--- src/rtl/sqs_consts.vh ---
// Purpose: constants for the serial flash side register block
// Assumes: byte addresses on a 32-bit classic Wishbone bus
// Notes: included by sqs_side.v and by both bench files; the guard keeps one copy per file
`ifndef SQS_CONSTS_VH
`define SQS_CONSTS_VH
`define SQS_ADR_CTRL 32'h101c0d2c
`define SQS_ADR_IRQ_MASK 32'h101c0d14
`define SQS_ADR_IRQ_RAW 32'h101c0d18
`define SQS_ADR_IRQ_MASKED 32'h101c0d1c
`define SQS_ADR_IRQ_CLEAR 32'h101c0d20
`define SQS_ADR_IRQ_CPU_SEL 32'h101c0d24
`define SQS_ADR_DMA_CTRL 32'h101c0d28
`define SQS_ADR_PIN_OUT 32'h101c0d30
`define SQS_ADR_PIN_OE 32'h101c0d34
`define SQS_ADR_PIN_IN 32'h101c0d38
`define SQS_ADR_XIP_CFG 32'h101c0d3c
`define SQS_CPU_SEL_RST 2'h1
`define SQS_XIP_CFG_RST 32'h02020004
`define SQS_XIP_CFG_MASK 32'hff37ff7f
`define SQS_CFG_DIV_HI 31
`define SQS_CFG_DIV_LO 24
`define SQS_CFG_CSH_HI 21
`define SQS_CFG_CSH_LO 20
`define SQS_CFG_DUM_HI 18
`define SQS_CFG_DUM_LO 16
`define SQS_CFG_CMD_HI 15
`define SQS_CFG_CMD_LO 8
`define SQS_CFG_ABITS_HI 6
`define SQS_CFG_ABITS_LO 4
`define SQS_CFG_NIB_HI 3
`define SQS_CFG_NIB_LO 2
`define SQS_CFG_ADDR_FIRST 1
`define SQS_CFG_EN 0
`define SQS_CTRL_EN 0
`define SQS_CTRL_PIO 1
`define SQS_DIV_OFFSET 9'h003
`define SQS_ABITS_MAX 3'h4
`define SQS_BURST 5'h04
`define SQS_FIFO_DEPTH 5'h10
`define SQS_TIMEOUT_PERIODS 6'h20
`endif

--- src/rtl/sqs_side.v ---
// Purpose: side registers of a quad serial controller: irq, dma, pin control, xip reads
// Assumes: one 20 MHz clock; fifo level events come from the serial core on that clock
// Notes: pins are sampled through two flops; output enables are active low
`timescale 1ns/1ps
`include "sqs_consts.vh"
module sqs_side #(
  parameter RX_WM = 5'h08,
  parameter TX_WM = 5'h08
) (
  input wire i_sys_clk,
  input wire i_nrst,
  input wire i_ce,
  input wire i_wb_cyc,
  input wire i_wb_stb,
  input wire i_wb_we,
  input wire [31:0] i_wb_adr,
  input wire [3:0] i_wb_sel,
  input wire [31:0] i_wb_dat,
  output reg [31:0] o_wb_dat,
  output reg o_wb_ack,
  input wire i_rx_push,
  input wire i_rx_pop,
  input wire i_tx_push,
  input wire i_tx_pop,
  input wire i_trans_end,
  output reg o_rx_flush,
  output reg o_serial_block,
  output reg o_tx_dma_req,
  output reg o_tx_dma_burst,
  output reg o_rx_dma_req,
  output reg o_rx_dma_burst,
  output reg o_irq_main,
  output reg o_irq_aux,
  input wire i_xip_req,
  input wire [23:0] i_xip_addr,
  output reg [31:0] o_xip_data,
  output reg o_xip_ack,
  output reg o_xip_err,
  input wire [5:0] i_pin_in,
  output reg [5:0] o_pin_out,
  output reg [5:0] o_pin_oe_n
);
  // xip engine states, one-hot
  localparam ST_IDLE = 5'h01;
  localparam ST_SEND = 5'h02;
  localparam ST_DUMMY = 5'h04;
  localparam ST_READ = 5'h08;
  localparam ST_GAP = 5'h10;

  reg [5:0] pin_s1_r;
  reg [5:0] pin_s2_r;
  reg [1:0] ctrl_r;
  reg [8:0] mask_r;
  reg [8:0] raw_r;
  reg [1:0] cpu_sel_r;
  reg [1:0] dma_en_r;
  reg [5:0] pio_out_r;
  reg [5:0] pio_oe_r;
  reg [31:0] cfg_r;
  reg [4:0] rx_lvl_r;
  reg [4:0] tx_lvl_r;
  reg [9:0] per_cnt_r;
  reg [5:0] to_cnt_r;
  reg [4:0] st_r;
  reg [39:0] sh_r;
  reg [3:0] ncnt_r;
  reg [8:0] hcnt_r;
  reg sck_r;
  reg cs_n_r;
  reg dout_r;
  reg ph_r;
  reg [1:0] gap_r;
  reg [31:0] rd_r;

  // bus request and byte-lane write mask
  wire req = i_wb_cyc & i_wb_stb & ~o_wb_ack;
  wire wr = req & i_wb_we;
  wire [31:0] bm = {{8{i_wb_sel[3]}}, {8{i_wb_sel[2]}}, {8{i_wb_sel[1]}}, {8{i_wb_sel[0]}}};
  wire [31:0] wd = i_wb_dat & bm;
  wire wr_ctrl = wr & (i_wb_adr == `SQS_ADR_CTRL);
  wire wr_mask = wr & (i_wb_adr == `SQS_ADR_IRQ_MASK);
  wire wr_raw = wr & (i_wb_adr == `SQS_ADR_IRQ_RAW);
  wire wr_clr = wr & (i_wb_adr == `SQS_ADR_IRQ_CLEAR);
  wire wr_sel = wr & (i_wb_adr == `SQS_ADR_IRQ_CPU_SEL);
  wire wr_dma = wr & (i_wb_adr == `SQS_ADR_DMA_CTRL);
  wire wr_pout = wr & (i_wb_adr == `SQS_ADR_PIN_OUT);
  wire wr_poe = wr & (i_wb_adr == `SQS_ADR_PIN_OE);
  wire wr_cfg = wr & (i_wb_adr == `SQS_ADR_XIP_CFG);

  // register next values; reserved bits never stored
  wire [1:0] ctrl_nxt = wr_ctrl ? ((ctrl_r & ~bm[1:0]) | wd[1:0]) : ctrl_r;
  wire [1:0] dma_en_nxt = wr_dma ? ((dma_en_r & ~bm[1:0]) | wd[1:0]) : dma_en_r;
  wire [31:0] cfg_nxt = wr_cfg ? (((cfg_r & ~bm) | wd) & `SQS_XIP_CFG_MASK) : cfg_r;
  wire me_nxt = ctrl_nxt[`SQS_CTRL_EN];

  // config fields
  wire [7:0] div = cfg_r[`SQS_CFG_DIV_HI:`SQS_CFG_DIV_LO];
  wire [1:0] csh = cfg_r[`SQS_CFG_CSH_HI:`SQS_CFG_CSH_LO];
  wire [2:0] dum = cfg_r[`SQS_CFG_DUM_HI:`SQS_CFG_DUM_LO];
  wire [7:0] cmd = cfg_r[`SQS_CFG_CMD_HI:`SQS_CFG_CMD_LO];
  wire [2:0] abits = cfg_r[`SQS_CFG_ABITS_HI:`SQS_CFG_ABITS_LO];
  wire [1:0] nib = cfg_r[`SQS_CFG_NIB_HI:`SQS_CFG_NIB_LO];
  wire xip_en = cfg_r[`SQS_CFG_EN];
  wire [8:0] half = {1'b0, div} + `SQS_DIV_OFFSET;

  // fifo level tracking from core events
  wire rx_full = (rx_lvl_r == `SQS_FIFO_DEPTH);
  wire rx_ne = (rx_lvl_r != 5'h00);
  wire tx_full = (tx_lvl_r == `SQS_FIFO_DEPTH);
  wire flush = (wr_clr | wr_raw) & wd[0];
  wire rx_in = i_rx_push & ~rx_full;
  wire rx_out = i_rx_pop & rx_ne;
  wire tx_in = i_tx_push & ~tx_full;
  wire tx_out = i_tx_pop & (tx_lvl_r != 5'h00);

  // timeout period tick, free running at the serial clock rate
  wire per_tick = (per_cnt_r == ({half, 1'b0} - 10'h001));
  wire to_hit = per_tick & rx_ne & ~rx_out & (to_cnt_r == (`SQS_TIMEOUT_PERIODS - 6'h01));

  // sticky raw flags; a set in the same cycle as a clear wins
  wire [8:0] set_v;
  wire [8:0] clr_v = (wr_clr | wr_raw) ? wd[8:0] : 9'h000;
  wire [8:0] masked = raw_r & mask_r;
  assign set_v[0] = i_rx_push & rx_full;
  assign set_v[1] = to_hit;
  assign set_v[2] = (rx_lvl_r > RX_WM);
  assign set_v[3] = (tx_lvl_r < TX_WM);
  assign set_v[4] = rx_ne;
  assign set_v[5] = rx_full;
  assign set_v[6] = (tx_lvl_r == 5'h00);
  assign set_v[7] = i_trans_end;
  assign set_v[8] = o_xip_err;

  // address left-aligned, msb nibble first, masked to the selected width
  wire [4:0] nnib = {3'h0, nib} + 5'h05;
  wire [4:0] na = (abits > `SQS_ABITS_MAX) ? 5'h14 : (5'h14 + {2'h0, abits});
  wire [31:0] amask = ~(32'hffffffff << na);
  wire [31:0] a_left = ({8'h00, i_xip_addr} & amask) << (6'h20 - {nnib, 2'h0});
  wire [39:0] cmd_at = {32'h00000000, cmd} << (6'h20 - {nnib, 2'h0});
  wire [39:0] seq = cfg_r[`SQS_CFG_ADDR_FIRST] ? ({a_left, 8'h00} | cmd_at) : {cmd, a_left};
  // compare with >= so a divider lowered mid-gap cannot miss the edge and wrap
  wire hedge = (hcnt_r >= (half - 9'h001));

  // pin input synchroniser, and the registered bus slave
  always @(posedge i_sys_clk or negedge i_nrst) begin
    if (!i_nrst) begin
      pin_s1_r <= 6'h00;
      pin_s2_r <= 6'h00;
      o_wb_ack <= 1'b0;
      o_wb_dat <= 32'h00000000;
      ctrl_r <= 2'h0;
      mask_r <= 9'h000;
      cpu_sel_r <= `SQS_CPU_SEL_RST;
      dma_en_r <= 2'h0;
      pio_out_r <= 6'h00;
      pio_oe_r <= 6'h00;
      cfg_r <= `SQS_XIP_CFG_RST;
    end else if (i_ce) begin
      pin_s1_r <= i_pin_in;
      pin_s2_r <= pin_s1_r;
      o_wb_ack <= req;
      ctrl_r <= ctrl_nxt;
      dma_en_r <= dma_en_nxt;
      cfg_r <= cfg_nxt;
      if (wr_mask) begin
        mask_r <= (mask_r & ~bm[8:0]) | wd[8:0];
      end
      if (wr_sel) begin
        cpu_sel_r <= (cpu_sel_r & ~bm[1:0]) | wd[1:0];
      end
      if (wr_pout) begin
        pio_out_r <= (pio_out_r & ~bm[5:0]) | wd[5:0];
      end
      if (wr_poe) begin
        pio_oe_r <= (pio_oe_r & ~bm[5:0]) | wd[5:0];
      end
      if (req && !i_wb_we) begin
        case (i_wb_adr)
          `SQS_ADR_CTRL: o_wb_dat <= {30'h0, ctrl_r};
          `SQS_ADR_IRQ_MASK: o_wb_dat <= {23'h0, mask_r};
          `SQS_ADR_IRQ_RAW: o_wb_dat <= {23'h0, raw_r};
          `SQS_ADR_IRQ_MASKED: o_wb_dat <= {23'h0, masked};
          `SQS_ADR_IRQ_CLEAR: o_wb_dat <= 32'h00000000;
          `SQS_ADR_IRQ_CPU_SEL: o_wb_dat <= {30'h0, cpu_sel_r};
          `SQS_ADR_DMA_CTRL: o_wb_dat <= {30'h0, dma_en_r};
          `SQS_ADR_PIN_OUT: o_wb_dat <= {26'h0, pio_out_r};
          `SQS_ADR_PIN_OE: o_wb_dat <= {26'h0, pio_oe_r};
          `SQS_ADR_PIN_IN: o_wb_dat <= {26'h0, pin_s2_r};
          `SQS_ADR_XIP_CFG: o_wb_dat <= cfg_r;
          default: o_wb_dat <= 32'h00000000;
        endcase
      end else begin
        o_wb_dat <= 32'h00000000;
      end
    end
  end

  // fifo levels, flags, timeout, dma requests and interrupt lines
  always @(posedge i_sys_clk or negedge i_nrst) begin
    if (!i_nrst) begin
      rx_lvl_r <= 5'h00;
      tx_lvl_r <= 5'h00;
      raw_r <= 9'h000;
      per_cnt_r <= 10'h000;
      to_cnt_r <= 6'h00;
      o_rx_flush <= 1'b0;
      o_tx_dma_req <= 1'b0;
      o_tx_dma_burst <= 1'b0;
      o_rx_dma_req <= 1'b0;
      o_rx_dma_burst <= 1'b0;
      o_irq_main <= 1'b0;
      o_irq_aux <= 1'b0;
      o_serial_block <= 1'b0;
    end else if (i_ce) begin
      if (flush) begin
        rx_lvl_r <= 5'h00;
      end else begin
        rx_lvl_r <= rx_lvl_r + {4'h0, rx_in} - {4'h0, rx_out};
      end
      tx_lvl_r <= tx_lvl_r + {4'h0, tx_in} - {4'h0, tx_out};
      o_rx_flush <= flush;
      raw_r <= (raw_r & ~clr_v) | set_v;
      per_cnt_r <= per_tick ? 10'h000 : (per_cnt_r + 10'h001);
      // restart the unread count on any pop or when empty
      if (!rx_ne || rx_out || flush) begin
        to_cnt_r <= 6'h00;
      end else if (per_tick && to_cnt_r != `SQS_TIMEOUT_PERIODS) begin
        to_cnt_r <= to_cnt_r + 6'h01;
      end
      // enables taken from their next values so a clear drops the request at once
      o_tx_dma_req <= dma_en_nxt[1] & me_nxt & ~tx_full;
      o_tx_dma_burst <= dma_en_nxt[1] & me_nxt & ((`SQS_FIFO_DEPTH - tx_lvl_r) >= `SQS_BURST);
      o_rx_dma_req <= dma_en_nxt[0] & me_nxt & rx_ne;
      o_rx_dma_burst <= dma_en_nxt[0] & me_nxt & (rx_lvl_r >= `SQS_BURST);
      o_irq_main <= cpu_sel_r[0] & (|masked);
      o_irq_aux <= cpu_sel_r[1] & (|masked);
      o_serial_block <= xip_en;
    end
  end

  // xip read engine: command and address out, dummy cycles, eight data nibbles in
  always @(posedge i_sys_clk or negedge i_nrst) begin
    if (!i_nrst) begin
      st_r <= ST_IDLE;
      sh_r <= 40'h0000000000;
      ncnt_r <= 4'h0;
      hcnt_r <= 9'h000;
      sck_r <= 1'b0;
      cs_n_r <= 1'b1;
      dout_r <= 1'b0;
      ph_r <= 1'b0;
      gap_r <= 2'h0;
      rd_r <= 32'h00000000;
      o_xip_data <= 32'h00000000;
      o_xip_ack <= 1'b0;
      o_xip_err <= 1'b0;
    end else if (i_ce) begin
      o_xip_ack <= 1'b0;
      o_xip_err <= 1'b0;
      if (st_r != ST_IDLE) begin
        hcnt_r <= hedge ? 9'h000 : (hcnt_r + 9'h001);
      end
      case (st_r)
        ST_IDLE: begin
          hcnt_r <= 9'h000;
          sck_r <= 1'b0;
          if (xip_en && i_xip_req && !o_xip_ack) begin
            if (abits > `SQS_ABITS_MAX) begin
              o_xip_err <= 1'b1; // reserved width refused
              o_xip_ack <= 1'b1;
              o_xip_data <= 32'h00000000;
            end else begin
              sh_r <= seq;
              ncnt_r <= nnib[3:0] + 4'h1;
              cs_n_r <= 1'b0;
              dout_r <= 1'b1;
              st_r <= ST_SEND;
            end
          end
        end
        ST_SEND, ST_DUMMY, ST_READ: begin
          if (hedge && !sck_r) begin
            sck_r <= 1'b1;
          end else if (hedge) begin
            sck_r <= 1'b0;
            // sampled at the fall: the pin path costs three cycles, within the six-cycle period at divider 0
            if (st_r == ST_READ) begin
              rd_r <= {rd_r[27:0], pin_s2_r[5:2]};
            end
            if (ncnt_r != 4'h0) begin
              ncnt_r <= ncnt_r - 4'h1;
              sh_r <= {sh_r[35:0], 4'h0};
            end else if (st_r == ST_SEND) begin
              dout_r <= 1'b0;
              st_r <= (dum == 3'h0) ? ST_READ : ST_DUMMY;
              ncnt_r <= (dum == 3'h0) ? 4'h7 : ({1'b0, dum} - 4'h1);
            end else if (st_r == ST_DUMMY) begin
              st_r <= ST_READ;
              ncnt_r <= 4'h7;
            end else begin
              cs_n_r <= 1'b1;
              o_xip_ack <= 1'b1;
              o_xip_data <= {rd_r[27:0], pin_s2_r[5:2]};
              gap_r <= csh;
              ph_r <= 1'b0;
              st_r <= ST_GAP;
            end
          end
        end
        ST_GAP: begin
          // chip select high, clock held low, counted in whole periods
          if (hedge) begin
            ph_r <= ~ph_r;
            if (ph_r) begin
              if (gap_r == 2'h0) begin
                st_r <= ST_IDLE;
              end else begin
                gap_r <= gap_r - 2'h1;
              end
            end
          end
        end
        default: st_r <= ST_IDLE;
      endcase
    end
  end

  // pin drive: xip first, then pin control, else released
  always @(posedge i_sys_clk or negedge i_nrst) begin
    if (!i_nrst) begin
      o_pin_out <= 6'h00;
      o_pin_oe_n <= 6'h3f;
    end else if (i_ce) begin
      if (xip_en) begin
        o_pin_out <= {sh_r[39:36], cs_n_r, sck_r};
        o_pin_oe_n <= {{4{~dout_r}}, 2'h0};
      end else if (ctrl_r[`SQS_CTRL_EN] && ctrl_r[`SQS_CTRL_PIO]) begin
        o_pin_out <= pio_out_r;
        o_pin_oe_n <= ~pio_oe_r;
      end else begin
        o_pin_out <= 6'h00;
        o_pin_oe_n <= 6'h3f;
      end
    end
  end
endmodule // sqs_side

--- config.mk ---
export PLATFORM = sky130hd
export DESIGN_NAME = sqs_side
export DESIGN_NICKNAME = d
export VERILOG_FILES = /design/src/rtl/sqs_side.v
export VERILOG_INCLUDE_DIRS = /design/src /design/src/rtl
export SDC_FILE = /design/constraint.sdc
export NUM_CORES = 1
export LEC_CHECK = 0
export ABC_CLOCK_PERIOD_IN_PS = 9600
export BUFFER_PORTS_ARGS = -buffer_cell sky130_fd_sc_hd__buf_2
export CAP_MARGIN = 20
export CORE_MARGIN = 8
export CORE_UTILIZATION = 63
export DETAILED_ROUTE_END_ITERATION = 12
export GPL_TIMING_DRIVEN = 0
export PLACE_DENSITY = 0.87
export SLEW_MARGIN = 20
export SYNTH_ARGS = -nofsm -noshare
export SYNTH_HDL_FRONTEND = slang
export SYNTH_SLANG_ARGS = --single-unit
--- constraint.sdc ---
create_clock -name i_sys_clk -period 9.6 [get_ports i_sys_clk]
set_input_delay 1.92 -clock i_sys_clk [delete_from_list [all_inputs] [get_ports i_sys_clk]]
set_output_delay 1.92 -clock i_sys_clk [all_outputs]
set_load 0.01 [all_outputs]
# Word-level counts from Yosys, hierarchy flattened
# Cells that the tools add are included.
# totals
input_bits	110
regBits	281
mem_bits_rw	0
mem_count	0
latch_bits	0
wordCells	307
romBits	0
# op_classes
n_eq_ne	38
order_cmp	6
reduce_logical	42
n_mux	96
div_mod_pow	0
bitwise_logic	64
multipliers	0
n_shift	3
addsub	18
# op_table
op	n
$eq 32x29->1 const B	11
$pmux 32 s10	1
$mux 32	8
$mux 40	6
$pmux 40 s2	1
$and 32x32->32	2
$not 32->32	2
$pmux 32 s2	1
$mux 5	12
$or 40x40->40	1
$shl 8x7->40	1
$mux 4	9
$mux 6	6
$mux 9	4
$and 24x32->32	1
$or 32x32->32	1
$shl 32x5->32 const A	1
$shl 32x7->32	1
$mux 1	30
$and 1x1->1	29
$ne 2x2->1 const B	14
$and 9x9->9	3
$reduce_and 9->1	3
$mux 2	9
64 further kinds	110

# Longest topological paths before layout
# Gate-level depths: netlist (run 1).
# logic_depth
depth_word	11
mapped_depth	17

# Worst setup path after synthesis (run 1)
# Ideal clock, no wire load.
# synth_timing
path_type	register to register
startpoint	reg with a tool-made name
endpoint	reg o_xip_data[10]
setup_time_ps	79
arrival_ps	4133
path_stages_with_launch	16
period_less_slack_ps	4212
slack_ps	5388
cell_sequence	dfstp_2 -> clkbuf_1 -> inv_1 -> ha_1 -> nand4b_1 -> or3_1 -> and2_1 -> xnor2_1 -> ha_1 -> nand3_1 -> o31ai_1 -> a21oi_1 -> o21a_1 -> a211oi_1 -> buf_2 -> mux2i_1
# synth_rtl
element	line	source
to (signal assigned)	sqs_side.v:303	o_xip_data <= {rd_r[27:0], pin_s2_r[5:2]};
to (decl)	sqs_side.v:36	output reg [31:0] o_xip_data,

==> impl_metrics.py, run 1 <==
metrics = {
    "status": {
        "status": "finished, final reports clean",
    },
    "sta": {
        "rsz0062_at_grt": "no",
        "finalHoldViolCount": 0,
        "skew_ns": 0.0156,
        "setup-violations-final": 0,
        "max_freq_mhz": 185,
        "min_period_ns": 5.41,
        "setup_ws_ns": 4.19,
        "fin_setup_tns_ns": 0,
        "slew_headroom_pct": 32.5,
        "worst_pin_slew_ns": 1.01,
        "period_share_pct": 56.4,
        "finalMaxSlewViolations": 0,
        "holdWs_ns": 0.476,
    },
    "floorplanning": {
        "coreArea_mm2": 0.0241,
        "die_y_um": 172,
        "die_area_mm2": 0.0296,
        "rows": 57,
        "ios": 197,
        "die_w_um": 172,
        "start_util_pct": 63.7,
    },
    "power_and_ir_drop": {
        "leakage_nw": 8.28,
        "ir_drop_v": 0.000139,
        "total_power_mw": 3.56,
        "p_per_area_mw_per_mm2": 201,
    },
    "place": {
        "dpl_cell_area_mm2": 0.0168,
        "dp_hpwl_mm": 32.0,
        "gp_congestion": 0.956,
        "preCtsSetupSlack_ns": 4.39,
        "io_buffers": 185,
        "dpl.cell_count": 1991,
    },
    "yosys": {
        "ys_seq_area_share_pct": 45.4,
        "synthTopCellsByArea": "dfrtp_1 (43%), mux2_2 (11%), mux2i_1 (5.0%)",
        "yosysTopAreaCell": "dfrtp_1",
        "postSynthAreaPerCell_um2": 10.4,
        "synth_edf_count": 0,
        "post_synth_inst_count": 1477,
        "ys_warn_count": 0,
        "syn_area_mm2": 0.0153,
        "synth_cell_types": 89,
        "async_reset_ff_share_pct": 100,
        "ys.flop_type": "dfrtp_1",
        "synth_top_area_share_pct": 43.4,
        "ys_ff_latch": 278,
    },
    "clock_network": {
        "holdBufCountCts": 0,
        "h-tree-depth": 1,
        "cts.clk_slew.worst_paths_ns": 0.06,
        "post_cts_resized": 0,
        "worstSkewPairLatency_ns": 0.57,
        "cts_tree": "built",
        "cts_buffers": 29,
        "cts_sinks": 278,
        "postCtsSetupBuffers": 0,
        "cts_root_buffer": "clkbuf_16",
        "clockBufferDepth": 3,
    },
    "global_route": {
        "grt_util_all_layers_pct": 29.6,
        "grt_first_pass_wirelength_mm": 69.5,
        "overflow": 0,
        "antenna_found_initial": 1,
        "grt_max_degree": 101,
        "grt_pass1_vias": 13200,
    },
    "routing": {
        "vias": 12900,
        "first_iter_violations": 1410,
        "detail-route-antenna-nets": 0,
        "wl_per_cell_um": 21.4,
        "dr.pass1.iters": 8,
        "drc_errors": 0,
        "drt_wl_total_mm": 43.8,
        "via_per_inst": 6.29,
    },
    "layout": {
        "fillers": 1666,
        "layout_commonest_cell": "dfrtp_1",
        "layout-drive-gt1-share_pct": 25.9,
        "final_cell_area_mm2": 0.0177,
        "syn_to_final_growth_pct": 15.4,
        "final_core_util_pct": 73.5,
        "n_antenna_cell": 0,
        "nets": 1850,
        "final_cell_mix": "dfrtp_1 (266), buf_2 (195), nand2_1 (163)",
        "final_cells": 2045,
    },
    "setup_path": {
        "start_kind": "flop",
        "arrival_ns": 5.87,
        "cp-end-kind": "flop",
        "crit_required_ns": 10.06,
        "criticalPathCategory": "reg -> reg",
        "path_max_fanout": 10,
    },
    "min_path": {
        "hp-class": "reg -> reg",
    },
    "run": {
        "drv_cap": 0,
    },
}
cells in the mapped netlist (13+ instances only):
library cell and count:
dfrtp_1 266, a21oi_1 59, a22oi_1 14, nand4_1 13
nor3_1 30, nand2b_1 15, o21ai_0 67, clkbuf_1 56
a22o_1 15, and3_1 19, o2bb2ai_1 37, nor2_1 88
ha_1 40, nand2_1 163, xor2_1 15, xnor2_1 20
inv_1 83, nand3_1 36, mux2i_1 76, mux2_2 144
mux4_2 16
logic make-up (layout without fill, tap and decap cells):
group	after synthesis	after routing	share of synthesized area, %
multiplexers	236	236	17.9
adder cells (fa/ha/maj)	42	42	3.52
AO/OA/AOI/OAI	272	272	12.1
buffers and inverters	169	411	4.57
AND/OR/NAND/NOR	441	441	14.0
flip-flops	278	278	45.4
other	1	3	0.0244
XOR/XNOR	38	38	2.46
where the power goes:
part	total, mW	leakage (nW)	internal [mW]	switching, mW
clock	1.11	0.462	0.635	0.472
sequential	1.48	3.49	1.34	0.139
combinational	0.977	4.33	0.408	0.569
critical path: stages, from the launching register on:
cell      delay (ns)
dfstp_2         0.51
clkbuf_1        0.29
inv_1           0.11
ha_1            0.28
nand4b_1        0.36
or3_1           0.41
and2_1          0.20
xnor2_1         0.16
ha_1            0.33
nand3_1         0.10
o31ai_1         0.37
a21oi_1         0.31
o21a_1          0.28
a211oi_1        0.83
buf_2           0.44
mux2i_1         0.31
metal layers:
metal / vias to the layer above / GRT usage (%) / wire length [um]
li1: 5745 / - / -
met5: - / 0 / 13
met4: 2 / 13.8 / 1920
met3: 142 / 5.64 / 4230
met1: 6304 / 36.8 / 16500
met2: 679 / 49.4 / 21200
area by class of cell:
cell class	instances	area [um^2]	share of cell area, %
Buffer	84	382	2.15
Timing Repair Buffer	188	1020	5.75
Multi-Input combinational cell	1032	7690	43.4
Inverter	85	319	1.80
Clock inverter	8	83.8	0.473
Tap cell	324	405	2.29
Sequential cell	278	6970	39.3
Clock buffer	46	850	4.79
worst paths after layout:
check	from	end	slack [ns]	depth (start not counted)
worst min register to register	o_pin_oe_n[3]$_DFFE_PN1P_	o_pin_oe_n[3]$_DFFE_PN1P_	0.48	2
worst max-delay path	flop	o_xip_data[10]$_DFFE_PN0P_	4.19	15
min in group asynchronous	i_nrst	o_xip_data[14]$_DFFE_PN0P_	1.16	1
max in group asynchronous	i_nrst	o_pin_oe_n[0]$_DFFE_PN1P_	7.33	3
worst min-delay path	o_pin_oe_n[3]$_DFFE_PN1P_	o_pin_oe_n[3]$_DFFE_PN1P_	0.48	2
worst max register to register	flop	o_xip_data[10]$_DFFE_PN0P_	4.19	15
Power figures use the tool's default switching activity.
==> run 2: changes to the inputs <==
--- a/config.mk
+++ b/config.mk
@@ -6,14 +6,14 @@
 export SDC_FILE = /design/constraint.sdc
 export NUM_CORES = 1
 export LEC_CHECK = 0
-export ABC_CLOCK_PERIOD_IN_PS = 9600
+export ABC_CLOCK_PERIOD_IN_PS = 4600
 export BUFFER_PORTS_ARGS = -buffer_cell sky130_fd_sc_hd__buf_2
 export CAP_MARGIN = 20
 export CORE_MARGIN = 8
-export CORE_UTILIZATION = 63
+export CORE_UTILIZATION = 53
 export DETAILED_ROUTE_END_ITERATION = 12
 export GPL_TIMING_DRIVEN = 0
-export PLACE_DENSITY = 0.87
+export PLACE_DENSITY = 0.78
 export SLEW_MARGIN = 20
 export SYNTH_ARGS = -nofsm -noshare
 export SYNTH_HDL_FRONTEND = slang
==> constraint.sdc (replaced) <==
create_clock -name i_sys_clk -period 4.6 [get_ports i_sys_clk]
set_input_delay 0.92 -clock i_sys_clk [delete_from_list [all_inputs] [get_ports i_sys_clk]]
set_output_delay 0.92 -clock i_sys_clk [all_outputs]
set_load 0.01 [all_outputs]
==> impl_metrics.py, run 2 (synthesis results as in run 1) <==
metrics = {
    "clock_network": {
        "cts_sinks": 278,
        "worstSkewPairLatency_ns": 0.56,
        "clockBufferDepth": 3,
        "cts_tree": "built",
        "cts_buffers": 31,
        "cts.clk_slew.worst_paths_ns": 0.06,
        "h-tree-depth": 1,
        "cts_root_buffer": "clkbuf_16",
    },
    "sta": {
        "skew_ns": 0.0138,
        "setup-violations-final": 0,
        "finalHoldViolCount": 0,
        "slew_headroom_pct": 35.4,
        "worst_pin_slew_ns": 0.961,
        "max_freq_mhz": 226,
        "setup_ws_ns": 0.178,
        "fin_setup_tns_ns": 0,
        "min_period_ns": 4.42,
        "finalMaxSlewViolations": 0,
        "period_share_pct": 96.1,
    },
    "power_and_ir_drop": {
        "p_per_area_mw_per_mm2": 425,
        "ir_drop_v": 0.000314,
        "leakage_nw": 8.33,
    },
    "global_route": {
        "antenna_found_initial": 3,
        "globalRoute.busiestLayer": "met2",
        "grt_first_pass_wirelength_mm": 69.3,
        "grt_util_all_layers_pct": 25.1,
        "grt.met2_usage_pct": 42.8,
        "grtUsageMet1_pct": 32.8,
        "grt_max_degree": 100,
        "use_met3_pct": 3.98,
        "grt_pass1_vias": 12600,
        "overflow": 0,
    },
    "floorplanning": {
        "die_area_mm2": 0.0347,
        "rows": 62,
        "die_w_um": 186,
        "coreArea_mm2": 0.0286,
        "start_util_pct": 53.6,
        "ios": 197,
        "die_y_um": 186,
    },
    "setup_path": {
        "rrSetupSlack_ns": 0.18,
        "criticalPathCategory": "reg -> reg",
        "arrival_ns": 4.86,
        "worst_r2r_path_depth": 17,
        "cp-end-kind": "flop",
        "slowest_stage": "or4b_4",
        "r2r-end": "rd_r[16]$_DFFE_PN0P_",
        "crit_path_max_incr_delay_ns": 0.51,
        "crit_required_ns": 5.04,
        "path_max_fanout": 10,
        "start_kind": "flop",
        "path_cells": "buf_6, inv_1, ha_1, or4b_4, a21oi_4, mux2i_1, xnor2_1, ha_1, nand3_1, o22ai_1, nor2_1, o31ai_2, a21oi_4, nor2_1, nand3_2, buf_2, mux2_2",
    },
    "place": {
        "dp_hpwl_mm": 32.9,
        "io_buffers": 185,
        "preCtsSetupSlack_ns": -0.677,
        "gp_congestion": 0.963,
    },
    "layout": {
        "final_cell_mix": "dfrtp_1 (266), buf_2 (192), nand2_1 (163)",
        "layout-drive-gt1-share_pct": 26.8,
        "layout_commonest_cell": "dfrtp_1",
        "fillers": 2337,
        "final_core_util_pct": 62.6,
        "nets": 1852,
        "syn_to_final_growth_pct": 16.8,
        "multi_input_area_mm2": 0.00774,
        "regArea_mm2": 0.00697,
    },
    "routing": {
        "dr.pass1.iters": 6,
        "drt_wl_total_mm": 44.0,
        "first_iter_violations": 1148,
        "wl_per_cell_um": 20.9,
        "drc_errors": 0,
        "via_per_inst": 5.96,
        "detail-route-antenna-nets": 0,
        "vias": 12500,
    },
    "min_path": {
        "hp-class": "in -> async",
    },
    "run": {
        "drv_cap": 0,
    },
    "status": {
        "status": "finished, final reports clean",
    },
}
[run 2: cell count changes in the layout (fill, tap and decap cells not counted), moves of 2 or more]
cell / previous run / this run
clkinv_2: 5 / 3
clkbuf_2: 0 / 3
bufinv_16: 1 / 4
clkbuf_16: 29 / 31
buf_2: 195 / 192
buf_4: 6 / 12
clkbuf_8: 6 / 4
clkinvlp_4: 0 / 2
clkbuf_1: 67 / 56
[run 2: final cells by class]
type                       count  share of cell area, %
timing repair buffer         190                   5.65
clock inverter                10                  0.900
inverter                      85                   1.78
tap                          384                   2.68
antenna                        1                 0.0140
clock buffer                  41                   4.76
sequential                   278                   38.9
multi-input combinational   1032                   43.2
buffer                        82                   2.17
[run 2: layer usage]
layer  vias up  wire length (um)
met5         -                10
met4         2              1150
met3        85              3060
met2       473             21500
met1      6243             18300
li1       5734                 -
[run 2: what timing repair did]
item,CTS,global route
gates resized for setup,13,4
hold buffers,0,0
setup endpoints to repair,105,110
pin swaps,1,1
setup buffers,0,3
[run 2: where the power goes]
part	switching, mW	internal (mW)	total [mW]
logic	1.20	0.863	2.06
clock network	0.979	1.51	2.49
registers	0.288	2.79	3.08
[run 2: worst max-delay path by stage]
stage	endpoint	slack, ns	cells past startpoint
2_1_floorplan	o_xip_data[10]$_DFFE_PN0P_	0.39	15
3_3_place_gp	o_tx_dma_req$_DFFE_PN0P_	-2.38	1
3_5_place_dp	o_xip_data[9]$_DFFE_PN0P_	-0.68	15
4_1_cts	rd_r[26]$_DFFE_PN0P_	-0.008	17
5_1_grt	o_xip_data[29]$_DFFE_PN0P_	-0.02	16
6_report	rd_r[16]$_DFFE_PN0P_	0.18	17
[run 2: worst max-delay path, delay by kind of cell, from the launching register on]
kind	cells	cell delay (ns)
xor+xnor	1	0.21
fa+ha+maj	2	0.55
simple gates	5	1.06
compound gates	4	0.74
mux	2	0.73
buf+inv	3	0.53
flops	1	0.46
[run 2: through the flow]
stage                     hold slack (ns)  cells  cell area, um^2  power [mW]
after floorplan                     0.456   1479            15400        4.44
after global placement              0.459   2048            16800        5.01
after detailed placement            0.468   2050            16800        5.10
after CTS                           0.383   2101            17900        7.63
after global routing                0.418   2103            17900        8.01
final                               0.372   2103            17900        7.63
